`src/rtl/sar_seq_defs.svh`:
```
`ifndef SAR_SEQ_DEFS_SVH
`define SAR_SEQ_DEFS_SVH

// serial frame
`define FRAME_EDGES      5'h10
`define TRACK_EDGE       5'h0e
`define RESULT_LOAD_EDGE 5'h03
`define CTL_BITS         5'h0c
`define RESULT_BITS      12
`define FIFO_DEPTH       32

// control word bit positions, first bit shifted in lands in bit 11
`define CW_WRITE    11
`define CW_SEQ_HI   10
`define CW_CH_HI    9
`define CW_CH_LO    8
`define CW_PM_HI    7
`define CW_PM_LO    6
`define CW_SEQ_LO   5
`define CW_RANGE    1
`define CW_CODING   0

// field encodings
`define PM_NORMAL   2'h3
`define PM_FULL     2'h2
`define PM_AUTO     2'h1
`define PM_INVALID  2'h0
`define SEQ_START   2'h3
`define SEQ_KEEP    2'h2

// reset values
`define RST_CHAN    2'h0
`define RST_PMODE   2'h3
`define RST_RANGE   1'h0
`define RST_CODING  1'h1

`endif

```
`src/rtl/sar_seq_pkg.sv`:
```
package sar_seq_pkg;
  typedef logic [1:0] chan_t;
  typedef logic [1:0] pmode_t;

  typedef enum logic [1:0] {
    ST_IDLE  = 2'h0,
    ST_CONV  = 2'h1,
    ST_TRACK = 2'h3,
    ST_DONE  = 2'h2
  } frame_state_e;

  typedef struct packed {
    chan_t  chan;
    pmode_t pmode;
    logic   range_sel;
    logic   coding;
  } ctl_s;

  typedef struct packed {
    frame_state_e st;
    logic [4:0]   edges;
    logic [11:0]  din_sh;
    logic [15:0]  dout_sh;
    logic         dout_oe;
    logic         hold;
    logic         sclk_prev;
    logic         cs_prev;
    ctl_s         ctl;
    logic         seq_on;
    chan_t        seq_ch;
    chan_t        seq_last;
    chan_t        conv_ch;
    logic         conv_seq;
    chan_t        mux_sel;
    logic         asleep;
  } seq_state_s;
endpackage

```
`src/rtl/word_stream_if.sv`:
```
`timescale 1ns/1ps
interface word_stream_if #(parameter int WIDTH = 12) ();
  logic [WIDTH-1:0] data;
  logic             valid;
  logic             ready;
  modport src (output data, output valid, input ready);
  modport snk (input data, input valid, output ready);
endinterface

```
`src/rtl/pin_sync.sv`:
```
`timescale 1ns/1ps
module pin_sync #(
  parameter int               WIDTH = 3,
  parameter logic [WIDTH-1:0] INIT  = '0
) (
  input  wire logic             sys_clk_in,
  input  wire logic             resetn_in,
  input  wire logic [WIDTH-1:0] pin_in,
  output logic      [WIDTH-1:0] sync_out
);
  typedef struct packed {
    logic [WIDTH-1:0] first;
    logic [WIDTH-1:0] second;
  } sync_s;

  sync_s r_reg;
  sync_s r_next;

  // first stage feeds only the second stage
  always_comb begin
    r_next        = r_reg;
    r_next.first  = pin_in;
    r_next.second = r_reg.first;
  end

  always_ff @(posedge sys_clk_in or negedge resetn_in) begin
    if (!resetn_in) begin
      r_reg <= {INIT, INIT};
    end else begin
      r_reg <= r_next;
    end
  end

  assign sync_out = r_reg.second;
endmodule

```
`src/rtl/result_fifo.sv`:
```
`timescale 1ns/1ps
module result_fifo #(
  parameter int WIDTH = 12,
  parameter int DEPTH = 32
) (
  input  wire logic             sys_clk_in,
  input  wire logic             resetn_in,
  input  wire logic [WIDTH-1:0] wr_data_in,
  input  wire logic             wr_valid_in,
  output logic                  wr_ready_out,
  word_stream_if.src            rd_if
);
  localparam int AW = $clog2(DEPTH);

  typedef struct packed {
    logic [DEPTH-1:0][WIDTH-1:0] mem;
    logic [AW-1:0]               wr_ptr;
    logic [AW-1:0]               rd_ptr;
    logic [AW:0]                 count;
  } fifo_s;

  fifo_s r_reg;
  fifo_s r_next;
  logic  push;
  logic  pop;

  assign wr_ready_out = (r_reg.count != (AW+1)'(DEPTH));
  assign push         = wr_valid_in && wr_ready_out;
  assign pop          = rd_if.ready && (r_reg.count != '0);

  always_comb begin
    r_next = r_reg;
    if (push) begin
      r_next.mem[r_reg.wr_ptr] = wr_data_in;
      r_next.wr_ptr            = r_reg.wr_ptr + 1'b1;
    end
    if (pop) begin
      r_next.rd_ptr = r_reg.rd_ptr + 1'b1;
    end
    if (push && !pop) begin
      r_next.count = r_reg.count + 1'b1;
    end else if (pop && !push) begin
      r_next.count = r_reg.count - 1'b1;
    end
  end

  always_ff @(posedge sys_clk_in or negedge resetn_in) begin
    if (!resetn_in) begin
      r_reg <= '0;
    end else begin
      r_reg <= r_next;
    end
  end

  assign rd_if.data  = r_reg.mem[r_reg.rd_ptr];
  assign rd_if.valid = (r_reg.count != '0);
endmodule

```
`src/rtl/sar_adc_serial_sequencer.sv`:
```
`timescale 1ns/1ps
`include "sar_seq_defs.svh"
module sar_adc_serial_sequencer (
  input  wire logic                sys_clk_in,
  input  wire logic                resetn_in,
  input  wire logic                cs_n_in,
  input  wire logic                sclk_in,
  input  wire logic                din_in,
  output logic                     dout_out,
  output logic                     dout_oe_out,
  input  wire logic [11:0]         conv_data_in,
  input  wire logic                conv_valid_in,
  output logic                     conv_ready_out,
  output sar_seq_pkg::chan_t       mux_sel_out,
  output logic                     hold_out,
  output logic                     range_sel_out,
  output logic                     coding_straight_out,
  output sar_seq_pkg::pmode_t      power_mode_out,
  output logic                     shutdown_out,
  output logic                     seq_active_out
);
  import sar_seq_pkg::*;

  seq_state_s  r_reg;
  seq_state_s  r_next;
  logic [2:0]  pins_s;
  logic        cs_n_s;
  logic        sclk_s;
  logic        din_s;
  logic        cs_fall;
  logic        cs_rise;
  logic        sclk_fall;
  logic        sclk_rise;
  logic        frame_done;
  logic        wr_flag;
  logic [1:0]  seq_field;
  logic        load_result;
  logic [15:0] shifted;
  logic [4:0]  edges_inc;

  word_stream_if #(.WIDTH(`RESULT_BITS)) res_if ();

  // chip select and serial clock idle high, so the synchroniser starts there
  pin_sync #(
    .WIDTH (3),
    .INIT  (3'h6)
  ) u_pin_sync (
    .sys_clk_in (sys_clk_in),
    .resetn_in  (resetn_in),
    .pin_in     ({cs_n_in, sclk_in, din_in}),
    .sync_out   (pins_s)
  );

  assign cs_n_s = pins_s[2];
  assign sclk_s = pins_s[1];
  assign din_s  = pins_s[0];

  // the converter core can stall when no transfer drains its results
  result_fifo #(
    .WIDTH (`RESULT_BITS),
    .DEPTH (`FIFO_DEPTH)
  ) u_result_fifo (
    .sys_clk_in   (sys_clk_in),
    .resetn_in    (resetn_in),
    .wr_data_in   (conv_data_in),
    .wr_valid_in  (conv_valid_in),
    .wr_ready_out (conv_ready_out),
    .rd_if        (res_if)
  );

  // narrow variants zero the low bits; twos complement flips the msb
  function automatic logic [11:0] format_result(input logic [11:0] raw,
                                                input logic        straight);
    logic [11:0] val;
    val = raw & (12'hfff << (12 - `RESULT_BITS));
    if (!straight) begin
      val[11] = ~val[11];
    end
    return val;
  endfunction

  function automatic chan_t next_chan(input chan_t cur, input chan_t last);
    return (cur == last) ? 2'h0 : chan_t'(cur + 1'b1);
  endfunction

  assign cs_fall     = r_reg.cs_prev && !cs_n_s;
  assign cs_rise     = !r_reg.cs_prev && cs_n_s;
  assign sclk_fall   = r_reg.sclk_prev && !sclk_s;
  assign sclk_rise   = !r_reg.sclk_prev && sclk_s;
  assign wr_flag     = r_reg.din_sh[`CW_WRITE];
  assign seq_field   = {r_reg.din_sh[`CW_SEQ_HI], r_reg.din_sh[`CW_SEQ_LO]};
  assign edges_inc   = r_reg.edges + 5'h01;
  assign shifted     = {r_reg.dout_sh[14:0], 1'b0};
  assign load_result = (r_reg.st == ST_CONV) && !cs_rise && sclk_fall &&
                       (edges_inc == `RESULT_LOAD_EDGE);
  assign frame_done  = (r_reg.st == ST_TRACK) && !cs_rise && sclk_fall &&
                       (edges_inc == `FRAME_EDGES);
  assign res_if.ready = load_result;

  always_comb begin
    r_next           = r_reg;
    r_next.sclk_prev = sclk_s;
    r_next.cs_prev   = cs_n_s;
    case (r_reg.st)
      ST_IDLE: begin
        if (cs_fall) begin
          r_next.st       = ST_CONV;
          r_next.edges    = 5'h00;
          r_next.hold     = 1'b1;
          r_next.dout_oe  = 1'b1;
          r_next.conv_ch  = r_reg.mux_sel;
          r_next.conv_seq = r_reg.seq_on;
          r_next.dout_sh  = {2'h0, r_reg.mux_sel, 12'h000};
          r_next.din_sh   = 12'h000;
          r_next.asleep   = 1'b0;
        end
      end
      ST_CONV, ST_TRACK: begin
        if (cs_rise) begin
          // early rise: no commit, no sequence step
          r_next.st      = ST_IDLE;
          r_next.hold    = 1'b0;
          r_next.dout_oe = 1'b0;
        end else begin
          // rises 1..12 follow falls 1..12, so the count is already bumped
          if (sclk_rise && (r_reg.edges != 5'h00) &&
              (r_reg.edges <= `CTL_BITS)) begin
            r_next.din_sh = {r_reg.din_sh[10:0], din_s};
          end
          if (sclk_fall) begin
            r_next.edges   = edges_inc;
            r_next.dout_sh = shifted;
            if (load_result) begin
              r_next.dout_sh[14:3] = res_if.valid ?
                format_result(res_if.data, r_reg.ctl.coding) : 12'h000;
            end
            if (edges_inc == `TRACK_EDGE) begin
              r_next.hold = 1'b0;
              r_next.st   = ST_TRACK;
            end
            if (frame_done) begin
              r_next.dout_oe = 1'b0;
              r_next.st      = ST_DONE;
            end
          end
        end
      end
      ST_DONE: begin
        // chip select may idle low here until the host raises it
        if (cs_rise) begin
          r_next.st = ST_IDLE;
        end
      end
      default: begin
        r_next.st = ST_IDLE;
      end
    endcase

    if (frame_done) begin
      if (r_reg.conv_seq && r_reg.seq_on) begin
        r_next.seq_ch = next_chan(r_reg.seq_ch, r_reg.seq_last);
      end
      if (wr_flag) begin
        r_next.ctl.range_sel = r_reg.din_sh[`CW_RANGE];
        r_next.ctl.coding    = r_reg.din_sh[`CW_CODING];
        // the forbidden power code is ignored, old mode stays
        if ({r_reg.din_sh[`CW_PM_HI], r_reg.din_sh[`CW_PM_LO]}
            != `PM_INVALID) begin
          r_next.ctl.pmode = {r_reg.din_sh[`CW_PM_HI],
                              r_reg.din_sh[`CW_PM_LO]};
        end
        if (!(seq_field == `SEQ_KEEP && r_reg.seq_on)) begin
          r_next.ctl.chan = {r_reg.din_sh[`CW_CH_HI],
                             r_reg.din_sh[`CW_CH_LO]};
        end
        if (seq_field == `SEQ_START) begin
          r_next.seq_on   = 1'b1;
          r_next.seq_ch   = 2'h0;
          r_next.seq_last = {r_reg.din_sh[`CW_CH_HI],
                             r_reg.din_sh[`CW_CH_LO]};
        end else if (seq_field != `SEQ_KEEP) begin
          r_next.seq_on = 1'b0;
        end
      end
      if (r_next.ctl.pmode == `PM_AUTO) begin
        r_next.asleep = 1'b1;
      end
    end

    r_next.mux_sel = r_next.seq_on ? r_next.seq_ch : r_next.ctl.chan;
  end

  always_ff @(posedge sys_clk_in or negedge resetn_in) begin
    if (!resetn_in) begin
      r_reg           <= '0;
      r_reg.st        <= ST_IDLE;
      r_reg.cs_prev   <= 1'b1;
      r_reg.sclk_prev <= 1'b1;
      r_reg.ctl.chan  <= `RST_CHAN;
      r_reg.ctl.pmode <= `RST_PMODE;
      r_reg.ctl.range_sel <= `RST_RANGE;
      r_reg.ctl.coding    <= `RST_CODING;
      r_reg.mux_sel   <= `RST_CHAN;
    end else begin
      r_reg <= r_next;
    end
  end

  assign dout_out            = r_reg.dout_sh[15] & r_reg.dout_oe;
  assign dout_oe_out         = r_reg.dout_oe;
  assign mux_sel_out         = r_reg.mux_sel;
  assign hold_out            = r_reg.hold;
  assign range_sel_out       = r_reg.ctl.range_sel;
  assign coding_straight_out = r_reg.ctl.coding;
  assign power_mode_out      = r_reg.ctl.pmode;
  assign shutdown_out        = (r_reg.ctl.pmode == `PM_FULL) || r_reg.asleep;
  assign seq_active_out      = r_reg.seq_on;
endmodule

```
`config.mk`:
```
export PLATFORM = sky130hd
export DESIGN_NAME = sar_adc_serial_sequencer
export DESIGN_NICKNAME = d
export VERILOG_FILES = /design/src/rtl/sar_seq_pkg.sv /design/src/rtl/word_stream_if.sv /design/src/rtl/pin_sync.sv /design/src/rtl/result_fifo.sv /design/src/rtl/sar_adc_serial_sequencer.sv
export VERILOG_INCLUDE_DIRS = /design/src /design/src/rtl
export SDC_FILE = /design/constraint.sdc
export NUM_CORES = 1
export LEC_CHECK = 0
export BUFFER_PORTS_ARGS = -buffer_cell sky130_fd_sc_hd__buf_2
export CAP_MARGIN = 25
export CORE_MARGIN = 3
export CORE_UTILIZATION = 60
export DETAILED_ROUTE_END_ITERATION = 8
export GPL_TIMING_DRIVEN = 1
export PLACE_DENSITY = 0.76
export SYNTH_ARGS = -nofsm -noshare
export SYNTH_HDL_FRONTEND = slang
export SYNTH_SLANG_ARGS = --single-unit
```
`constraint.sdc`:
```
create_clock -name sys_clk_in -period 6.7 [get_ports sys_clk_in]
set_input_delay 0.67 -clock sys_clk_in [delete_from_list [all_inputs] [get_ports sys_clk_in]]
set_output_delay 0.67 -clock sys_clk_in [all_outputs]
set_load 0.05 [all_outputs]
```
# Word level (Yosys, flattened, before mapping)
# Index checks and enable logic that the tools add are counted.
# word_totals
regBits,460
in_bits,18
# op_classes
n_addsub,6
magnitude_cmp,4
n_eq_ne,24
mux,39
n_bitwise,2
reduce_logical,42
# op_table
operator,count
$bwmux W384,1
$pmux W35 S2,1
$bmux W12 S5,1
$demux W12 S5,1
$mux W12,5
$mux W37,1
$mux W11,3
$mux W33,1
$mux W2,10
$reduce_and A4 Y1,5
$logic_and A1 B1 Y1,19
$mux W18,1
$add A5 B1 Y5 const B,3
$ne A2 B2 Y1 const B,7
$lt A5 B6 Y1 const B,2
$mux W6,2
$eq A2 B2 Y1 const B,5
$mux W1,9
$ne A3 B3 Y1 const B,3
$logic_not A1 Y1,7
$mux W7,1
$add A6 B1 Y6 const B,1
$ne A6 B6 Y1 const B,1
$pmux W2 S3,1
other kinds (22),26

# Logic depth before layout (Yosys ltp)
# Gate-level depths: netlist (run 1).
# logic_depth
ltp_word,10
mapped_depth,16
mapped_depth_nobuf,15

# Cells and area by module
# From an unflattened synthesis (run 1), not the netlist that was laid out.
# unflattened
cells_unflattened,1471
area_unflattened_um2,21340.5
# modules_own_cells
mod,n_inst,cells_per_inst,area_per_inst_um2
result_fifo,1,1225,18657.9
sar_adc_serial_sequencer,1,240,2527.4
pin_sync,1,6,155.1

# Worst setup path after synthesis (run 1)
# No wires, ideal clock.
# synth_timing
path_type,register to register
from,register r_reg[49] in the netlist's numbering
to,register u_result_fifo.r_reg[5] in the netlist's numbering
setup_ns,0.125
arrival_time_ns,3.414
required_ns,6.575
slack_ns,3.161
stages_incl_launch_ff,17
path_buffers,1
synth_period_minus_slack_ns,3.539
path_cell_list,dfrtp_1 ha_1 or3_1 o31ai_1 nand4b_1 nor2_1 inv_1 clkbuf_1 ha_1 inv_1 ha_1 a21o_1 a21o_1 a21oi_1 nor3_1 a211o_1 xor2_1
# synth_between
elab_chain_len,7
elab_cells_between_ends,9
classes_between,add/sub: 1; eq/ne: 1; mux: 1; reduce/logical: 6
# synth_lines
element,line_no,rtl
"start, declared",sar_adc_serial_sequencer.sv:24,seq_state_s r_reg;
"start signal, assigned",sar_adc_serial_sequencer.sv:205,r_reg <= r_next;
$add A5 B1 Y5 *,sar_adc_serial_sequencer.sv:92,assign edges_inc = r_reg.edges + 5'h01;
$eq A5 B2 Y1 (no line) *,-,
$logic_and A1 B1 Y1 *,sar_adc_serial_sequencer.sv:94,assign load_result = (r_reg.st == ST_CONV) && !cs_rise && sclk_fall &&
$logic_and A1 B1 Y1 *,result_fifo.sv:29,assign pop = rd_if.ready && (r_reg.count != '0);
$logic_not A1 Y1,result_fifo.sv:40,if (push && !pop) begin
$logic_and A1 B1 Y1,result_fifo.sv:40,
$mux W6 or $reduce_bool A2 Y1 (tied branches),-,
"end signal, assigned",result_fifo.sv:51,r_reg <= r_next;
"end, declared",result_fifo.sv:22,fifo_s r_reg;
# Mark *: on every way between the ends. The rest lies on a longest branch, timed or not.
# A chain may end at the register's enable or synchronous reset.

# Final worst setup path (run 1)
# layout_timing
from,register r_reg[54] in the netlist's numbering
to,register u_result_fifo.r_reg[5] in the netlist's numbering
# layout_between
elab_chain_len,8
elab_cells_between_ends,10
classes_between,eq/ne: 1; mux: 1; reduce/logical: 8
# layout_lines
element,line_no
$eq A2 B1 Y1 *,sar_adc_serial_sequencer.sv:94
$logic_and A1 B1 Y1 * (3 in a row),sar_adc_serial_sequencer.sv:94
$logic_and A1 B1 Y1 *,result_fifo.sv:29
$logic_not A1 Y1,result_fifo.sv:40
$logic_and A1 B1 Y1,result_fifo.sv:40
$mux W6 or $reduce_bool A2 Y1 (tied branches),-
# Marked as above.

==> flow_summary.toml, run 1 <==
[worst_setup_path]
crit_type = "reg2reg"
r2r_start = "r_reg[54]$_DFFE_PN0P_"
crit_arrival_ns = 4.63
startpoint_type = "register"
cp-end-kind = "register"
cp.required_ns = 7.13
crit_fanout = 23
crit_start = "r_reg[54]$_DFFE_PN0P_"

[logic_synthesis]
synth_warnings = 0
yosys.area.top_type = "dfrtp_1"
synth_edf_count = 0
synth-seq-cells = 457
synthArstFlopShare = 1.00
synthTopCellsByArea = "dfrtp_1 (53%), mux2_2 (21%), mux4_2 (11%), mux2i_1 (1.7%), dfstp_2 (1.1%)"
synth_area_sq_um = 21100
syn-num-nets = 1462
synth_flop_cell = "dfrtp_1"
syn_avg_cell_area_sq_um = 14.8
syn_inst = 1428
synth_commonest_cells = "dfrtp_1 (448), mux2_2 (390), mux4_2 (105), clkbuf_1 (60), nor2_1 (52)"
ys_seq_area_frac = 0.543
netlist.area_leader.share = 0.532
synth.most_common_cell = "dfrtp_1"
synth_cell_type_count = 67

[pwr]
peakVddDrop_v = 0.000334
power.density_nw_per_um2 = 425
p_leak_nw = 10.3

[layout]
fin_area_sq_um = 23200
final_nets = 1461
antenna_cells = 0
instances_no_fill = 1916
final_core_util = 0.673
largest_reg_flops = 400
drive_gt1_frac = 0.457
area_delta_synth_final_pct = 10.2

[clock_network]
cts_buffers = 47
cts_resized = 0
numClockSinks = 457
cts_root_buf = "clkbuf_16"
clk_pin_slew_ns = 0.06
cts_tree = "built"
post_cts_buffers = 0
ctsHoldBuffers = 0
htreeDepth = 2
cts.path.max_buffers = 3
clk_latency_ns = 0.55

[timing]
fmax_mhz = 238
finalWorstSetupSlack_ns = 2.49
setup_tns_ns = 0
setup_viol = 0
fin_skew_ns = 0.0147
fin_crit_sh = 0.628
worst_slew_pin_slew_ns = 0.933
timing.final.crit_period_ns = 4.21
maxSlewViolCount = 0
rsz0062_at_grt = "false"
slew_headroom = 0.374
hold_viol = 0

[drt]
vias = 12100
wirelength_mm = 45.8
viasPerCell = 6.30
ant_nets = 0
wl_per_cell_microns = 23.9
drt_first_pass_iters = 5
drt_iter0_markers = 917
drc = 0

[placement]
place_hpwl_mm = 27.9
gp_congestion = 0.852
place.port_buffers = 29
dpl.cell_count = 1832
pre_cts_slack_ns = 2.58
place_area_sq_um = 21600

[global_route]
grt_overflow = 0
grt_use_total = 0.249
grt_pass1_wl_mm = 73.7
grt_max_degree = 154
grt_pass1_vias = 12700
antenna_found_initial = 0

[die]
chipWidth_microns = 193
num_rows = 68
start_util = 0.610
coreArea_sq_um = 34500
io_pins = 30
fp.dieArea_sq_um = 37400
die_h_microns = 193

[hold_path]
hp-class = "in2async"

[run]
drv_cap = 0

[run_status]
outcome = "finished, final reports clean"
metal layers:
| layer | vias to the layer above | GRT usage | share of wire |
|---|---|---|---|
| li1 | 5238 | - | - |
| met1 | 6482 | 0.373 | 0.45 |
| met2 | 279 | 0.394 | 0.48 |
| met3 | 79 | 0.0317 | 0.043 |
| met4 | 0 | 0.0694 | 0.026 |
| met5 | - | 0 | 0 |
critical path, cell delays in order (launching register included):
cell and delay (ns):
dfrtp_1 0.77, nand3_1 0.54, nand4b_1 0.38, nor2_1 0.27
inv_1 0.29, ha_1 0.34, inv_1 0.17, ha_1 0.27
a21o_1 0.19, a21o_1 0.19, a21oi_1 0.21, nor3_1 0.08
a211o_1 0.25, xor2_1 0.14
path summary, 6_finish.rpt:
path / to / slack [ns] / cells past startpoint
worst max register to register: u_result_fifo.r_reg[5]$_DFFE_PN0P_ / 2.49 / 13
worst min-delay path: u_result_fifo.r_reg[119]$_DFFE_PN0P_ / 0.09 / 1
worst max-delay path: u_result_fifo.r_reg[5]$_DFFE_PN0P_ / 2.49 / 13
min in group sys_clk_in: u_pin_sync.r_next[1]$_DFF_PN1_ / 0.22 / 1
worst min register to register: u_pin_sync.sync_out[0]$_DFF_PN0_ / 0.35 / 0
max in group asynchronous: u_result_fifo.r_reg[264]$_DFFE_PN0P_ / 5.41 / 2
logic make-up after synthesis:
kind of cell | Yosys count | synth area share
adder cells (fa/ha/maj) | 16 | 0.00985
AO/OA/AOI/OAI | 104 | 0.0329
multiplexers | 533 | 0.339
XOR/XNOR | 16 | 0.00665
flip-flops | 457 | 0.543
buffers and inverters | 142 | 0.0308
AND/OR/NAND/NOR | 160 | 0.0379
final cells by class:
| cell class | instances | area [sq um] |
|---|---|---|
| Sequential cell | 457 | 11500 |
| Fill cell | 2415 | 11300 |
| Multi-Input combinational cell | 829 | 8980 |
| Clock buffer | 71 | 1460 |
| Tap cell | 455 | 569 |
| Timing Repair Buffer | 71 | 528 |
| Clock inverter | 12 | 163 |
| Inverter | 21 | 78.8 |
report_power, final:
part           leakage, nW  internal (mW)  switching (mW)
clock                0.804           1.65            1.05
combinational         3.54           1.67            1.12
sequential            5.95           3.77           0.607
total                 10.3           7.09            2.78
cells in the final DEF, fill, tap and decap left out, types with 6 or more instances in the layout:
cell / count
buf_2: 28
clkbuf_8: 15
nor3_1: 9
buf_4: 38
mux2_2: 390
xnor2_1: 10
mux2i_1: 35
clkbuf_16: 49
a21oi_1: 12
inv_1: 20
nand3_1: 11
dfstp_2: 9
o21ai_0: 36
clkinv_2: 7
xor2_1: 6
clkbuf_1: 7
ha_1: 15
mux4_2: 105
nor2_1: 52
a22oi_1: 11
nor2b_1: 11
nand2_1: 38
dfrtp_1: 446
metrics by stage:
step,power [mW],hold WS [ns]
detailed placement,7.21,0.337
global route,10.4,0.121
global placement,7.05,0.333
finish,9.87,0.0887
CTS,9.92,0.107
floorplan,6.44,0.331
(Power assumes the default switching activity.)
==> run 2, diff against run 1 <==
- ABC_AREA: not set -> 1
- clock period: 6.7 -> 4.1 ns (I/O delays scaled with it)
==> flow_summary.toml, run 2 <==
[worst_setup_path]
critical_path.cell_chain = "inv_1 -> or2_4 -> nor2_8 -> nand3_2 -> nor2_2 -> nand2_2 -> nor2_8 -> inv_1 -> ha_1 -> inv_1 -> ha_1 -> nand3_1 -> nand3_1 -> nand2_1 -> nand2_1 -> a21oi_1 -> xor2_1 -> nand2_1 -> nand2_1"
startpoint_type = "register"
crit_arrival_ns = 3.87
slowest_delay_ns = 0.52
crit_type = "reg2reg"
cp.required_ns = 4.61
crit_fanout = 18
cpMaxStageDelayCell = "dfstp_2"
cp_common_cell = "nand2_1"
cp-end-kind = "register"
reg2reg_slack_ns = 0.74

[placement]
place.port_buffers = 29
place_area_sq_um = 21300
pre_cts_slack_ns = 0.784
gp_congestion = 0.917
place_hpwl_mm = 33.1

[logic_synthesis]
synthArstFlopShare = 1.00
syn-num-nets = 2578
syn_avg_cell_area_sq_um = 8.36
ys_seq_area_frac = 0.538
synth_compound_area_frac = 0.172
synth_commonest_cells = "nand2_1 (653), o21ai_0 (501), dfrtp_1 (448), nor2_1 (252), nand3_1 (99)"
netlist.area_leader.share = 0.527
synth-seq-cells = 457
synth_warnings = 0
synthMuxAreaShare = 0
synth.most_common_cell = "nand2_1"
syn_inst = 2544
synthAdderAreaFrac = 0.00976
synth_flop_cell = "dfrtp_1"
yosys.area_share.simple = 0.207
synth-xor-area-share = 0.00659
synth_edf_count = 0
synth_cell_type_count = 49
synthTopCellsByArea = "dfrtp_1 (53%), o21ai_0 (12%), nand2_1 (12%), nor2_1 (4.4%), nand3_1 (2.3%)"
synth_area_sq_um = 21300
yosys.area.top_type = "dfrtp_1"
synth_top_family_by_area = "simple AND/OR/NAND/NOR gates"

[die]
io_pins = 30
num_rows = 68
start_util = 0.613
die_h_microns = 194
coreArea_sq_um = 34700
fp.dieArea_sq_um = 37800
chipWidth_microns = 194

[timing]
timing.final.crit_period_ns = 3.36
maxSlewViolCount = 0
hold_viol = 0
holdWs_ns = 0.177
fin_crit_sh = 0.819
fin_skew_ns = 0.0262
worst_slew_pin_slew_ns = 1.01
fmax_mhz = 298
setup_tns_ns = 0
finalWorstSetupSlack_ns = 0.743
rsz0062_at_grt = "false"
slew_headroom = 0.321
setup_viol = 0

[drt]
vias = 17600
ant_nets = 0
wl_per_cell_microns = 18.8
viasPerCell = 5.94
drt_first_pass_iters = 6
wirelength_mm = 55.7
drt_iter0_markers = 1895
drc = 0

[pwr]
power.density_nw_per_um2 = 701
peakVddDrop_v = 0.000495
p_leak_nw = 10.8
p_comb_frac = 0.280
switching_power_mw = 5.77
total_power_mw = 16.2
intPower_mw = 10.4
p_clk_frac = 0.276
switching_share = 0.356
pwr-share-seq = 0.444

[layout]
fillCellCount = 2850
antenna_cells = 0
final_common_cell = "nand2_1"
fin_area_sq_um = 23100
largest_reg_flops = 400
final_nets = 2501
area_delta_synth_final_pct = 8.59
layout_common_cells = "nand2_1 (653), o21ai_0 (501), dfrtp_1 (446)"
multi_input_area_sq_um = 8410
drive_gt1_frac = 0.0819
seqCellArea_sq_um = 11500

[clock_network]
htreeDepth = 2
clk_latency_ns = 0.59
cts_buffers = 49
post_cts_buffers = 0
cts_root_buf = "clkbuf_16"
cts.path.max_buffers = 3
numClockSinks = 457
ctsHoldBuffers = 4
clk_pin_slew_ns = 0.06
cts_tree = "built"
cts_resized = 0

[global_route]
grt_use_total = 0.296
grt_max_degree = 152
antenna_found_initial = 0
grt_pass1_wl_mm = 90.5
grt_pass1_vias = 16800
grt_overflow = 0

[run_status]
outcome = "finished, final reports clean"

[hold_path]
hp-class = "in2reg"

[run]
drv_cap = 0
-- run 2: cells by family (layout without fill, tap and decap cells) --
group                    Yosys count  count (layout)
AND/OR/NAND/NOR                 1067            1067
XOR/XNOR                          16              16
buffers and inverters            294             254
AO/OA/AOI/OAI                    694             694
adder cells (fa/ha/maj)           16              16
flip-flops                       457             457
-- run 2: critical path, delay by kind of cell (launching register included) --
| kind | cells | cell delay [ns] |
|---|---|---|
| XOR/XNOR | 1 | 0.16 |
| buffers and inverters | 3 | 0.29 |
| adder cells (fa/ha/maj) | 2 | 0.53 |
| flip-flops | 1 | 0.52 |
| AO/OA/AOI/OAI | 1 | 0.15 |
| AND/OR/NAND/NOR | 12 | 1.62 |
-- run 2: final cells by class --
| class | instances | share of cell area |
|---|---|---|
| Sequential cell | 457 | 0.496 |
| Multi-Input combinational cell | 1793 | 0.364 |
| Clock buffer | 76 | 0.0649 |
| Timing Repair Buffer | 68 | 0.0289 |
| Tap cell | 455 | 0.0246 |
| Inverter | 98 | 0.0162 |
| Clock inverter | 12 | 0.00542 |
-- run 2: power by group through the flow --
stage / sequential (mW) / combinational [mW] / clock (mW)
2_1_floorplan: 6.95 / 3.44 / 0
3_3_place_gp: 7.14 / 4.31 / 0
3_5_place_dp: 7.22 / 4.46 / 0
4_1_cts: 7.16 / 4.51 / 4.52
5_1_grt: 7.39 / 5.21 / 4.70
6_report: 7.19 / 4.53 / 4.47
-- run 2: path summary, 6_finish.rpt --
| path | cells after the start | to | start |
|---|---|---|---|
| setup / recovery | 19 | u_result_fifo.r_reg[5]$_DFFE_PN0P_ | r_reg[18]$_DFF_PN1_ |
| hold / removal | 3 | u_result_fifo.r_reg[201]$_DFFE_PN0P_ | conv_data_in[5] |
| setup reg to reg | 19 | u_result_fifo.r_reg[5]$_DFFE_PN0P_ | r_reg[18]$_DFF_PN1_ |
| hold reg to reg | 0 | u_pin_sync.sync_out[0]$_DFF_PN0_ | u_pin_sync.r_next[0]$_DFF_PN0_ |
| max in group asynchronous | 3 | coding_straight_out$_DFFE_PN1P_ | resetn_in |
| min in group asynchronous | 2 | u_result_fifo.r_reg[180]$_DFFE_PN0P_ | resetn_in |
-- run 2: layer usage --
layer	global-route usage	wire length [microns]	vias up
met2	0.473	26000	726
met4	0.106	1830	0
met1	0.417	23400	8503
li1	-	-	8216
met3	0.0496	4510	121
met5	0	0	-
-- run 2: metrics by stage --
stage	std cells	utilization
finish	2959	0.666
global route	2959	0.666
CTS	2955	0.663
detailed placement	2863	0.615
global placement	2859	0.612
floorplan	2544	-
==> run 3, diff against run 2 <==
- ABC_AREA: 1 -> 0
- CORE_UTILIZATION: 60 -> 57
- clock period: 4.1 -> 2.95 ns (I/O delays scaled with it)
==> flow_summary.toml, run 3 (same netlist as run 1, synthesis figures left out) <==
[global_route]
grt_use_total = 0.249
grt_pass1_vias = 13000
antenna_found_initial = 0
grt_overflow = 0
grt_pass1_wl_mm = 75.2
grt_max_degree = 94

[layout]
largest_reg_flops = 400
antenna_cells = 0
final_common_cell = "dfrtp_1"
final_nets = 1517
seqCellArea_sq_um = 11500
drive_gt1_frac = 0.480
instances_no_fill = 1981
multi_input_area_sq_um = 9050
layout_common_cells = "dfrtp_1 (444), mux2_2 (390), mux4_2 (105)"
final_core_util = 0.661
area_delta_synth_final_pct = 12.8
fillCellCount = 2557

[pwr]
total_power_mw = 22.5
peakVddDrop_v = 0.000475
power.density_nw_per_um2 = 947
p_leak_nw = 10.6

[drt]
drt_iter0_markers = 846
viasPerCell = 6.25
ant_nets = 0
wirelength_mm = 47.3
vias = 12400
drt_first_pass_iters = 5
drc = 0
wl_per_cell_microns = 23.9

[timing]
holdWs_ns = 0.360
maxSlewViolCount = 0
fin_skew_ns = 0.0236
finalWorstSetupSlack_ns = -0.0390
timing.final.crit_period_ns = 2.99
fin_crit_sh = 1.01
setup_viol = 1
hold_viol = 0
rsz0062_at_grt = "true"
fmax_mhz = 335
worst_slew_pin_slew_ns = 1.04
slew_headroom = 0.303

[hold_path]
hp-class = "reg2reg"

[clock_network]
numClockSinks = 457
clk_pin_slew_ns = 0.06
cts_buffers = 47
cts.path.max_buffers = 3
htreeDepth = 2
cts_tree = "built"
clk_latency_ns = 0.56
cts_root_buf = "clkbuf_16"

[die]
io_pins = 30
fp.dieArea_sq_um = 39300
coreArea_sq_um = 36000
num_rows = 69
die_h_microns = 198
start_util = 0.585
chipWidth_microns = 198

[placement]
pre_cts_slack_ns = -0.0576
place_hpwl_mm = 30.6
gp_congestion = 0.857
place.port_buffers = 29
dpl.cell_count = 1881

[worst_setup_path]
cp.required_ns = 3.38
critical_path.cell_chain = "ha_4 -> or3_4 -> o31ai_4 -> nand4b_1 -> nor2_2 -> inv_2 -> ha_4 -> inv_4 -> ha_4 -> a21o_1 -> a21o_1 -> a21oi_2 -> nor3_1 -> a211o_1 -> xor2_1"
startpoint_type = "register"
crit_fanout = 4
slowest_delay_ns = 0.44
cp_common_cell = "ha_4"
crit_type = "reg2reg"
crit_arrival_ns = 3.42
cpMaxStageDelayCell = "dfrtp_2"
cp-end-kind = "register"

[run_status]
outcome = "complete, but fails checks"
violations = "setup timing"

[run]
drv_cap = 0
## run 3: changes by cell type in the layout (fill, tap and decap cells not counted), moves of 35 or more
cell	previous run	this run
mux2i_1	0	35
buf_4	20	81
mux2_2	0	390
nor2_1	252	51
inv_1	90	18
o211ai_1	40	1
mux4_2	0	105
o21ai_1	87	0
o21ai_0	501	36
nand3_1	99	11
nand2_1	653	38
## run 3: worst paths after layout
kind	cells past startpoint	startpoint	slack [ns]	endpoint
min in group asynchronous	2	resetn_in	0.38	u_result_fifo.r_reg[54]$_DFFE_PN0P_
worst max register to register	15	r_reg[49]$_DFFE_PN0P_	-0.04	u_result_fifo.r_reg[5]$_DFFE_PN0P_
worst min-delay path	0	u_pin_sync.r_next[0]$_DFF_PN0_	0.36	u_pin_sync.sync_out[0]$_DFF_PN0_
worst max-delay path	15	r_reg[49]$_DFFE_PN0P_	-0.04	u_result_fifo.r_reg[5]$_DFFE_PN0P_
worst min register to register	0	u_pin_sync.r_next[0]$_DFF_PN0_	0.36	u_pin_sync.sync_out[0]$_DFF_PN0_
max in group asynchronous	3	resetn_in	1.60	u_result_fifo.r_reg[390]$_DFFE_PN0P_
## run 3: repair_timing
action                     4_1_cts  5_1_grt
hold buffers                     4        0
gates resized for setup          2        5
setup endpoints to repair        1        2
pin swaps                        4        4
hold endpoints to repair        78        0
setup buffers                    7        2
## run 3: layout make-up
type,count,area share
Inverter,21,0.00342
Tap cell,461,0.0243
Clock inverter,12,0.00616
Multi-Input combinational cell,829,0.381
Timing Repair Buffer,127,0.0442
Clock buffer,74,0.0596
Sequential cell,457,0.482
## run 3: per-layer routing
layer / GRT usage / routed length [microns] / part of all wire
met5: 0 / 0 / 0
met1: 0.349 / 20400 / 0.43
met4: 0.0708 / 1270 / 0.027
met2: 0.407 / 23000 / 0.49
met3: 0.0449 / 2580 / 0.054
## run 3: where the power goes
| part | internal (mW) | total (mW) | switching, mW |
|---|---|---|---|
| Combinational | 4.01 | 6.74 | 2.72 |
| Sequential | 8.58 | 9.83 | 1.26 |
| Clock | 3.56 | 5.96 | 2.40 |
## run 3: stage by stage
stage | TNS (ns) | cell area, sq um
final | -0.0390 | 23800
after detailed placement | -0.0576 | 22100
after CTS | -0.00530 | 23700
after global routing | -0.273 | 23800
after floorplan | -0.164 | 21100
after global placement | -0.0213 | 22100
## run 3: critical path, delay by kind of cell, from the launching register on
kind | cells | cell delay, ns
adder cells (fa/ha/maj) | 3 | 0.54
AO/OA/AOI/OAI | 5 | 0.80
flip-flops | 1 | 0.44
buffers and inverters | 2 | 0.14
XOR/XNOR | 1 | 0.14
AND/OR/NAND/NOR | 4 | 0.79
